--- src/design/gas_pkg.sv ---
// Constants shared by the aperture size mask logic.
package gas_pkg;
  localparam logic [7:0] SIZE_OFF     = 8'hb4;
  localparam logic [7:0] BASE_OFF     = 8'h10;
  localparam int         SIZE_W       = 6;
  localparam int         BASE_LSB     = 22;
  localparam int         BASE_MSB     = 27;
  localparam int         RSVD_MSB     = 7;
  localparam int         RSVD_LSB     = 6;
  localparam logic [5:0] SIZE_RST     = 6'h00;
  localparam logic [8:0] SIZE_MB_MAX  = 9'h100;
  localparam logic [5:0] CODE_128MB   = 6'h20;
  localparam logic [5:0] CODE_64MB    = 6'h30;
  localparam logic [5:0] CODE_32MB    = 6'h38;
  localparam logic [5:0] CODE_16MB    = 6'h3c;
  localparam logic [5:0] CODE_8MB     = 6'h3e;
  localparam logic [5:0] CODE_4MB     = 6'h3f;
endpackage : gas_pkg

--- src/design/gas_aperture_size.sv ---
// Aperture size register and the masked aperture base address bits it governs.
`timescale 1ns/1ps
// Behaviour
// RULE1 - Size bit n governs base address bit 22+n, one to one.
// RULE2 - Base bit with cleared mask bit reads zero and ignores writes.
// RULE3 - Base bit with set mask bit is ordinary read/write storage.
// RULE4 - Size field resets to zero, giving the 256 MB aperture.
// RULE5 - Codes 100000, 110000, 111000 mean 128, 64, 32 MB.
// RULE6 - Codes 111100, 111110, 111111 mean 16, 8, 4 MB.
// RULE7 - Code 111000 keeps bits 24:22 zero, bits 27:25 programmable.
// RULE8 - Boot firmware writes the size field before bus enumeration.
// RULE9 - Boot firmware programs a size smaller than the maximum.
// RULE10 - Size register bits 7:6 read zero and ignore writes.
module gas_aperture_size (
  input  wire logic        clk_sys,
  input  wire logic        rst_n,
  input  wire logic [7:0]  cfg_addr,
  input  wire logic        cfg_wr,
  input  wire logic        cfg_rd,
  input  wire logic [3:0]  cfg_be,
  input  wire logic [31:0] cfg_wdata,
  output logic      [31:0] cfg_rdata,
  output logic             cfg_rvalid,
  output logic      [5:0]  aperture_size_mask,
  output logic      [5:0]  aperture_base_hi,
  output logic      [8:0]  aperture_size_mb
);
  logic [5:0]  mask_nxt;
  logic [8:0]  size_mb_nxt;
  logic [31:0] rdata_nxt;
  logic        base_hit;

  function automatic logic [3:0] count_ones(input logic [5:0] v);
    logic [3:0] n;
    n = 4'h0;
    for (int k = 0; k < gas_pkg::SIZE_W; k++) begin
      n = n + {3'b000, v[k]};
    end
    return n;
  endfunction : count_ones

  // Only the low six bits are stored; bits 7:6 have no storage.
  always_comb begin
    mask_nxt = aperture_size_mask;
    if (cfg_wr && cfg_addr == gas_pkg::SIZE_OFF && cfg_be[0]) begin
      mask_nxt = cfg_wdata[gas_pkg::SIZE_W-1:0]; // RULE10
    end
  end

  // Each set mask bit halves the aperture, from 256 MB down to 4 MB.
  always_comb begin
    size_mb_nxt = gas_pkg::SIZE_MB_MAX >> count_ones(mask_nxt); // RULE5 RULE6
  end

  always_ff @(posedge clk_sys or negedge rst_n) begin
    if (!rst_n) begin
      aperture_size_mask <= gas_pkg::SIZE_RST; // RULE4
      aperture_size_mb   <= gas_pkg::SIZE_MB_MAX;
    end else begin
      aperture_size_mask <= mask_nxt;
      aperture_size_mb   <= size_mb_nxt;
    end
  end

  assign base_hit = cfg_wr && cfg_addr == gas_pkg::BASE_OFF;

  for (genvar i = 0; i < gas_pkg::SIZE_W; i++) begin : g_base
    localparam int LANE = (gas_pkg::BASE_LSB + i) / 8;
    gas_mask_cell u_cell (
      .clk_sys  (clk_sys),
      .rst_n    (rst_n),
      .keep_nxt (mask_nxt[i]),                       // RULE1 RULE2 RULE3 RULE7
      .wr_en    (base_hit && cfg_be[LANE]),
      .wr_bit   (cfg_wdata[gas_pkg::BASE_LSB + i]),
      .stored_r (aperture_base_hi[i])
    );
  end

  always_comb begin
    rdata_nxt = 32'h0000_0000;
    if (cfg_rd) begin
      case (cfg_addr)
        gas_pkg::SIZE_OFF: rdata_nxt = {26'h000_0000, aperture_size_mask}; // RULE10
        gas_pkg::BASE_OFF: rdata_nxt = {4'h0, aperture_base_hi, 22'h00_0000};
        default:           rdata_nxt = 32'h0000_0000;
      endcase
    end
  end

  always_ff @(posedge clk_sys or negedge rst_n) begin
    if (!rst_n) begin
      cfg_rdata  <= 32'h0000_0000;
      cfg_rvalid <= 1'b0;
    end else begin
      cfg_rdata  <= rdata_nxt;
      cfg_rvalid <= cfg_rd;
    end
  end
endmodule : gas_aperture_size

--- src/design/gas_mask_cell.sv ---
// One aperture base bit whose storage is enabled by its size mask bit.
`timescale 1ns/1ps
module gas_mask_cell (
  input  wire logic clk_sys,
  input  wire logic rst_n,
  input  wire logic keep_nxt,
  input  wire logic wr_en,
  input  wire logic wr_bit,
  output logic      stored_r
);
  logic stored_nxt;

  // A cleared mask bit forces the bit to zero and drops writes.
  always_comb begin
    if (!keep_nxt) begin
      stored_nxt = 1'b0;
    end else if (wr_en) begin
      stored_nxt = wr_bit;
    end else begin
      stored_nxt = stored_r;
    end
  end

  always_ff @(posedge clk_sys or negedge rst_n) begin
    if (!rst_n) begin
      stored_r <= 1'b0;
    end else begin
      stored_r <= stored_nxt;
    end
  end
endmodule : gas_mask_cell

--- config.mk ---
export PLATFORM = sky130hd
export DESIGN_NAME = gas_aperture_size
export DESIGN_NICKNAME = d
export VERILOG_FILES = /design/src/design/gas_pkg.sv /design/src/design/gas_aperture_size.sv /design/src/design/gas_mask_cell.sv
export SDC_FILE = /design/constraint.sdc
export NUM_CORES = 1
export LEC_CHECK = 0
export ABC_AREA = 0
export ABC_CLOCK_PERIOD_IN_PS = 3900
export BUFFER_PORTS_ARGS = -buffer_cell sky130_fd_sc_hd__buf_2
export CAP_MARGIN = 10
export CORE_UTILIZATION = 43
export DETAILED_ROUTE_END_ITERATION = 6
export GPL_ROUTABILITY_DRIVEN = 0
export PLACE_DENSITY = 0.8
export SLEW_MARGIN = 20
export SYNTH_ARGS = -nofsm -noshare
export SYNTH_HDL_FRONTEND = slang
export SYNTH_SLANG_ARGS = --single-unit
export TNS_END_PERCENT = 50
--- constraint.sdc ---
create_clock -name clk_sys -period 3.9 [get_ports clk_sys]
set_clock_uncertainty 0.1 [all_clocks]
set_input_delay 0.195 -clock clk_sys [delete_from_list [all_inputs] [get_ports clk_sys]]
set_output_delay 0.195 -clock clk_sys [all_outputs]
set_load 0.01 [all_outputs]
=== After elaboration in Yosys (flattened, before gate mapping) ===
Cells that the tools add are included.

* Word-level logic and storage cells: 44
* Input port bits: 48
* Flip-flop bits (word level): 54

* Reduce and logical (&&, ||, !) cells: 5
* Shift operators: 1
* Mux-type cells: 15
* $add $sub $neg: 5
* Equality and inequality tests: 8

{| class="wikitable"
|+ Operator list
! cell !! count
|-
| $pmux W28 S2 || 1
|-
| $mux W32 || 1
|-
| $mux W1 || 12
|-
| $ne A2 B1 Y1 const B || 6
|-
| $shr A9 B4 Y9 const A || 1
|-
| $add A4 B1 Y4 || 2
|-
| $eq A8 B5 Y1 const B || 1
|-
| $eq A8 B8 Y1 const B || 1
|-
| $mux W6 || 1
|-
| $logic_and A1 B1 Y1 || 5
|-
| $add A3 B1 Y4 || 1
|-
| $add A2 B1 Y3 || 1
|-
| $add A1 B1 Y2 || 1
|}

=== Logic depth before layout (Yosys ltp) ===
Gate-level depths: netlist of the first run.

* Word-level depth: 10
* Gate-level depth with buffers: 11

=== Modules after synthesis ===
Synthesis of the first run repeated with hierarchy kept, for this count alone.

* Cells, all modules: 118
* Area total of the unflattened synthesis: 1551.5 um2

{| class="wikitable"
|+ Modules (own cells, without submodules)
! module !! cells each !! area each (um2) !! instances !! sequential area each (um2)
|-
| gas_aperture_size || 100 || 1303.8 || 1 || 676.9
|-
| gas_mask_cell || 3 || 41.3 || 6 || 25.0
|}

=== Worst setup path before layout of the first run ===
OpenSTA, ideal clock, no wires.

* Path kind: input port to flip-flop
* Start: input cfg_addr[6]
* End: register aperture_size_mb[6]
* Data required time: 3.712 ns
* Slack: 0.453 ns
* Buffers on the path: 1
* Data arrival time: 3.259 ns
* Cell stages on the path: 10
* Cells stage by stage: or4b_1 buf_2 o31ai_1 and2_1 fa_1 fa_1 inv_1 ha_1 fa_1 nor3b_1

* Longest elaborated chain between the ends: 10

{| class="wikitable"
|+ Ends and longest elaborated chain
! what !! RTL line !! source
|-
| start, declared || gas_aperture_size.sv:17 || <nowiki>input wire logic [7:0] cfg_addr,</nowiki>
|-
| $eq A8 B8 Y1 * || gas_aperture_size.sv:45 || <nowiki>if (cfg_wr && cfg_addr == gas_pkg::SIZE_OFF && cfg_be[0]) begin</nowiki>
|-
| $logic_and A1 B1 Y1 * (2 in series) || gas_aperture_size.sv:45 ||
|-
| $mux W6 * || gas_aperture_size.sv:45 ||
|-
| $add A1 B1 Y2 || gas_aperture_size.sv:37 || <nowiki>n = n + {3'b000, v[k]};</nowiki>
|-
| $add A2 B1 Y3 || gas_aperture_size.sv:37 ||
|-
| $add A3 B1 Y4 || gas_aperture_size.sv:37 ||
|-
| $add A4 B1 Y4 || gas_aperture_size.sv:37 ||
|-
| $add A4 B1 Y4 * || gas_aperture_size.sv:37 ||
|-
| $shr A9 B4 Y9 * || gas_aperture_size.sv:52 || <nowiki>size_mb_nxt = gas_pkg::SIZE_MB_MAX >> count_ones(mask_nxt);</nowiki>
|-
| via size_mb_nxt[6] || gas_aperture_size.sv:29 || <nowiki>logic [8:0] size_mb_nxt;</nowiki>
|-
| end signal, assigned || gas_aperture_size.sv:58 || <nowiki>aperture_size_mb <= gas_pkg::SIZE_MB_MAX;</nowiki>
|-
| end signal, assigned || gas_aperture_size.sv:61 || <nowiki>aperture_size_mb <= size_mb_nxt;</nowiki>
|-
| end, declared || gas_aperture_size.sv:26 || <nowiki>output logic [8:0] aperture_size_mb</nowiki>
|}

Mark *: on every way through the listed nets, which the timed path passes. The rest lies on a longest branch.
A chain may end at the register's enable or synchronous reset.

=== Worst setup path after layout of the first run ===
Ends and elaborated chain as after synthesis.

==> qor.txt, run 1 <==
Max FO, Critical Path: 8
Via density: 4.98
total setup buffers inserted after CTS: 0
Most used DFF post-synth: dfrtp_1
worst-case reg-to-reg path depth: 8
Synth warnings: 0
Post-CTS Hold Fix Bufs: 2
Slowest-stage cell, CP: fa_1
Reg-to-Reg End: aperture_size_mb[6]$_DFF_PN0_
row count: 22
Overflow after GRT: 0
most common cell after layout, fill and taps aside: buf_2
Max-Cap Viols: 0
slew margin rel.: 53.4%
reg-to-reg setup timing slack: 0.97 ns
r2r startpoint: aperture_size_mask[3]$_DFF_PN0_
Iter 0 DRT Violations: 74
H-tree depth: 2
via count: 1311
GRT Overall Usage: 17.2%
Remaining DRCs: 0
Slew @ Worst Pin: 0.699 ns
diode count: 0
Post-Route WL: 3310 µm
Power, Total: 664 µW
I/O pin count: 102
FF+latch count, synth: 33
wire per inst: 12.6 µm
initial antenna violation count: 0
fin crit share: 86.5%
status: finished clean
fillcell total: 351
DP Cell Count: 253
DIE AREA: 4210 µm²
# port buffers: 59
Longest Clk Path Bufs: 2
synth unique cells: 31
Crit path top cell by count: fa_1
fin nets: 266
Initial Util: 45.7%
Hold Path End: g_base[3].u_cell.stored_r$_DFFE_PN0P_
clock share of power: 35.7%
Layout Cells excl Fill: 263
First-pass DRT Iterations: 4
first-pass GRT wire length: 5300 µm
Die W: 64.9 µm
pin count of the biggest net entering global routing: 34
pwr dens: 323 nW/µm²
max-slew violations: 0
Pint: 500 µW
Std-Cell Core Area: 3720 µm²
most frequent cells in the layout: buf_2, dfrtp_1, conb_1, and2_1, nand4_1
Routed Antenna Nets: 0
async set-reset flop share out of synthesis: 100%
Flop pwr share: 53.0%
CP Class: in2reg
HP Class: in2reg
Synth top area share: 47.1%
Mapped Cells: 152
cell depth of the worst hold path: 3
Leak Pwr: 0.00112 µW
Multi-input gate area: 707 µm²
CTS tree: built
Post-synth EDFFs: 0
CTS buffer count: 5
CP startpoint: cfg_addr[6]
Critical Path AT: 3.46 ns
max incr delay on CP: 0.63 ns
post-CTS sizing: 0
number of global-route vias before repair: 1218
Setup crit end kind: register
layout cells sized above 1: 37.7%
Max Freq: 296 MHz
Synth Cell Area: 1700 µm²
final setup TNS: 0 ns
Final Critical Period: 3.37 ns
clock latency on the worst-skew pair: 0.28 ns
sw frac: 24.7%
Yosys top cell by area: dfrtp_1
Reg clk slew, reported paths: 0.07 ns
CP cell instances: buf_2, or4b_1, o31ai_1, and2_1, fa_1, fa_1, inv_1, ha_1, fa_1, nor3b_1
Die Ht: 64.9 µm
CTS sink cnt: 33
Final Hold Violating Endpoints: 0
synthesis-to-finish area growth: 21.0%
Mean Syn Cell Area: 11.2 µm²
register area share after synthesis: 48.7%
Comb power frac: 11.3%
Root Driver: clkbuf_8
HP Start: cfg_wdata[25]
register area: 827 µm²
Switch Pwr: 164 µW
ranking of synthesized cells by area: dfrtp_1, buf_4, and2_1
Setup Viol. Count Final: 0
final core utilization: 55.3%
RSZ-0062 raised after global routing: false
Post-DP HPWL: 2530 µm
crit start category: input port
worst vdd ir: 116 µV
worst path required time: 3.99 ns
==> cell usage after synthesis, types with 2 or more instances <==
cell / instances
dfrtp_1: 32
buf_4: 27
nor4b_1: 3
nor3b_1: 3
clkbuf_1: 3
a22oi_1: 6
nand4_1: 13
nor3_4: 2
o31ai_1: 10
fa_1: 3
nand2b_1: 2
nand2_1: 8
or4b_2: 2
nor2_1: 2
buf_2: 2
inv_1: 3
and2_1: 17
==> state kept, by name, indices dropped and copies added (netlist names) <==
name / cells
aperture_size_mb: 8
cfg_rvalid: 1
g_base.u_cell.stored_r: 6
aperture_size_mask: 6
cfg_rdata: 12
==> worst max path at each step <==
stage                               endpoint  slack [ns]  depth (start not counted)
2_1_floorplan  aperture_size_mb[6]$_DFF_PN0_        0.45                         10
3_3_place_gp   aperture_size_mb[6]$_DFF_PN0_        0.30                         10
3_5_place_dp   aperture_size_mb[6]$_DFF_PN0_        0.27                         10
4_1_cts        aperture_size_mb[6]$_DFF_PN0_        0.55                         10
5_1_grt        aperture_size_mb[6]$_DFF_PN0_        0.31                         10
6_report       aperture_size_mb[6]$_DFF_PN0_        0.53                         10
==> power by group through the flow <==
stage / Combinational (µW) / Sequential, µW / Clock [µW]
floorplan: 49.1 / 361 / 0
global placement: 72.3 / 358 / 0
detailed placement: 73.2 / 358 / 0
CTS: 75.0 / 352 / 244
global route: 83.8 / 352 / 262
finish: 75.4 / 352 / 237
==> cell families (layout without fill, tap and decap cells) <==
kind of cell	count (synthesis)	after routing	share of synthesized area, %
simple gates	60	60	23.3
buf+inv	36	79	14.5
flops	33	33	48.7
compound gates	18	18	9.06
fa+ha+maj	4	4	4.27
other cells	1	21	0.221
==> through the flow <==
stage	worst slack, ns	hold WS (ns)	cell area [µm²]
floorplan	0.453	-0.201	1770
global route	0.311	0.0778	2060
CTS	0.552	0.0800	2060
detailed placement	0.270	0.185	1950
finish	0.526	0.0838	2060
global placement	0.300	0.175	1950
==> area by class of cell <==
type	instances	area share, %
Tap cell	48	2.92
Inverter	3	0.548
Multi-Input combinational cell	103	34.4
Clock inverter	2	0.487
Sequential cell	33	40.2
Clock buffer	6	3.53
Timing Repair Buffer	68	17.9
==> worst max-delay path: cells and delay by family <==
kind                     cells  cell delay (ns)
AO/OA/AOI/OAI                1             0.32
adder cells (fa/ha/maj)      4             1.76
buffers and inverters        2             0.15
AND/OR/NAND/NOR              3             1.03
==> metal layers <==
metal / routed length (µm) / vias up / global-route usage [%]
met4: 56 / 0 / 8.89
met3: 313 / 5 / 4.05
li1: - / 614 / -
met2: 1550 / 74 / 28.0
met1: 1390 / 618 / 21.0
met5: 0 / - / 0
(Power assumes the default switching activity.)
==> inputs of run 2 (changes only) <==
Settings changed: CELL_PAD_IN_SITES_DETAIL_PLACEMENT set to 1, CELL_PAD_IN_SITES_GLOBAL_PLACEMENT set to 1, CORE_UTILIZATION 43 to 31, PLACE_DENSITY 0.8 to unset, PLACE_DENSITY_LB_ADDON set to 0.25.
==> run 2 against run 1 <==
Cell area up 3.0%. Fmax down 1.1%. First-iteration DRC count down 16%. Flip-flop and latch count unchanged. Power up 15%. Critical path type unchanged.
==> qor.txt, run 2 (synthesis results as in run 1) <==
Comb power frac: 10.0%
HP Class: in2reg
Post-DP HPWL: 3060 µm
total setup buffers inserted after CTS: 0
First-pass DRT Iterations: 4
Die W: 76.0 µm
most frequent cells in the layout: buf_2, dfrtp_1, conb_1, and2_1, nand4_1
Final Critical Period: 3.41 ns
Max-Cap Viols: 0
sw frac: 23.3%
Initial Util: 32.6%
Iter 0 DRT Violations: 62
Overflow after GRT: 0
Final Hold Violating Endpoints: 0
Routed Antenna Nets: 0
post-CTS sizing: 0
Longest Clk Path Bufs: 2
layout cells sized above 1: 37.7%
worst path required time: 4.00 ns
slew margin rel.: 51.9%
top flop regs: cfg_rdata (12), aperture_size_mb (8)
number of global-route vias before repair: 1313
final core utilization: 40.7%
cell depth of the worst hold path: 3
Slew @ Worst Pin: 0.721 ns
Pint: 585 µW
wire per inst: 13.8 µm
clock latency on the worst-skew pair: 0.29 ns
status: finished clean
most common cell after layout, fill and taps aside: buf_2
Reg-to-Reg End: aperture_size_mb[6]$_DFF_PN0_
diode count: 0
via count: 1332
# port buffers: 59
worst vdd ir: 146 µV
Leak Pwr: 0.00113 µW
worst slack, placed: 0.151 ns
HP Start: cfg_wdata[26]
I/O pin count: 102
CP Class: in2reg
max-slew violations: 0
Post-Route WL: 3950 µm
initial antenna violation count: 0
final setup TNS: 0 ns
synthesis-to-finish area growth: 24.6%
fin crit share: 87.5%
Flop pwr share: 46.2%
Reg with most FFs: cfg_rdata
Std-Cell Core Area: 5200 µm²
pwr dens: 360 nW/µm²
row count: 26
Hold Path End: g_base[4].u_cell.stored_r$_DFFE_PN0P_
Max Freq: 293 MHz
Root Driver: clkbuf_8
CTS sink cnt: 33
Critical Path AT: 3.52 ns
Remaining DRCs: 0
Setup Viol. Count Final: 0
pin count of the biggest net entering global routing: 34
worst-case reg-to-reg path depth: 8
DIE AREA: 5780 µm²
reg-to-reg setup timing slack: 0.99 ns
Largest register FFs: 12
clock share of power: 43.8%
Via density: 4.67
r2r startpoint: aperture_size_mask[3]$_DFF_PN0_
CTS tree: built
Reg clk slew, reported paths: 0.07 ns
H-tree depth: 2
Max FO, Critical Path: 8
Die Ht: 76.0 µm
fin nets: 266
Setup crit end kind: register
CTS buffer count: 5
RSZ-0062 raised after global routing: false
worst setup margin: 0.487 ns
first-pass GRT wire length: 6540 µm
Switch Pwr: 177 µW
GRT Overall Usage: 15.0%
crit start category: input port
-- run 2: cell types whose count changed in the layout (fill, tap and decap cells not counted) --
| cell | before | now |
|---|---|---|
| bufinv_16 | 0 | 1 |
| clkbuf_8 | 5 | 6 |
| clkinv_2 | 2 | 0 |
-- run 2: area by class of cell --
type | count | area (µm²)
clock buffer | 7 | 86.3
fill | 611 | 3090
sequential | 33 | 827
tap | 70 | 87.6
multi-input combinational | 103 | 707
inverter | 3 | 11.3
clock inverter | 1 | 30.0
timing repair buffer | 68 | 368
-- run 2: repair_timing --
item,CTS,global route
setup endpoints to repair,0,0
hold buffers,2,0
hold endpoints to repair,33,0
-- run 2: worst max-delay path: stages --
cell and delay, ns:
buf_2 0.11, or4b_1 0.65, o31ai_1 0.35, and2_1 0.20, fa_1 0.43, fa_1 0.52
inv_1 0.04, ha_1 0.18, fa_1 0.63, nor3b_1 0.20
-- run 2: metrics by stage --
stage	cell area (µm²)	power, µW	instances	hold WS [ns]
floorplan	1770	410	172	-0.201
global placement	1980	433	275	0.201
detailed placement	1980	433	275	0.200
CTS	2120	772	285	0.0604
global route	2120	798	285	0.0759
finish	2120	762	285	0.0672
-- run 2: metal layers --
layer | routed length (µm) | vias to the layer above | global-route usage [%]
met3 | 297 | 8 | 3.71
met4 | 99 | 0 | 8.08
li1 | - | 619 | -
met5 | 0 | - | 0
met1 | 1740 | 638 | 19.1
met2 | 1810 | 67 | 23.4
-- run 2: worst max-delay path by stage --
stage / from / endpoint / slack [ns] / cells after the start
after floorplan: cfg_addr[6] / aperture_size_mb[6]$_DFF_PN0_ / 0.45 / 10
final: cfg_addr[6] / aperture_size_mb[6]$_DFF_PN0_ / 0.49 / 10
after global placement: cfg_addr[6] / aperture_size_mb[6]$_DFF_PN0_ / 0.21 / 10
after global routing: cfg_addr[6] / aperture_size_mb[6]$_DFF_PN0_ / 0.34 / 10
after detailed placement: cfg_addr[6] / aperture_size_mb[6]$_DFF_PN0_ / 0.15 / 10
after CTS: cfg_addr[6] / aperture_size_mb[6]$_DFF_PN0_ / 0.45 / 10
-- run 2: power groups by stage --
stage	sequential [µW]	combinational [µW]	clock, µW
finish	352	76.2	334
global route	352	84.7	361
CTS	352	76.9	343
detailed placement	358	75.2	0
global placement	359	74.5	0
floorplan	361	49.1	0
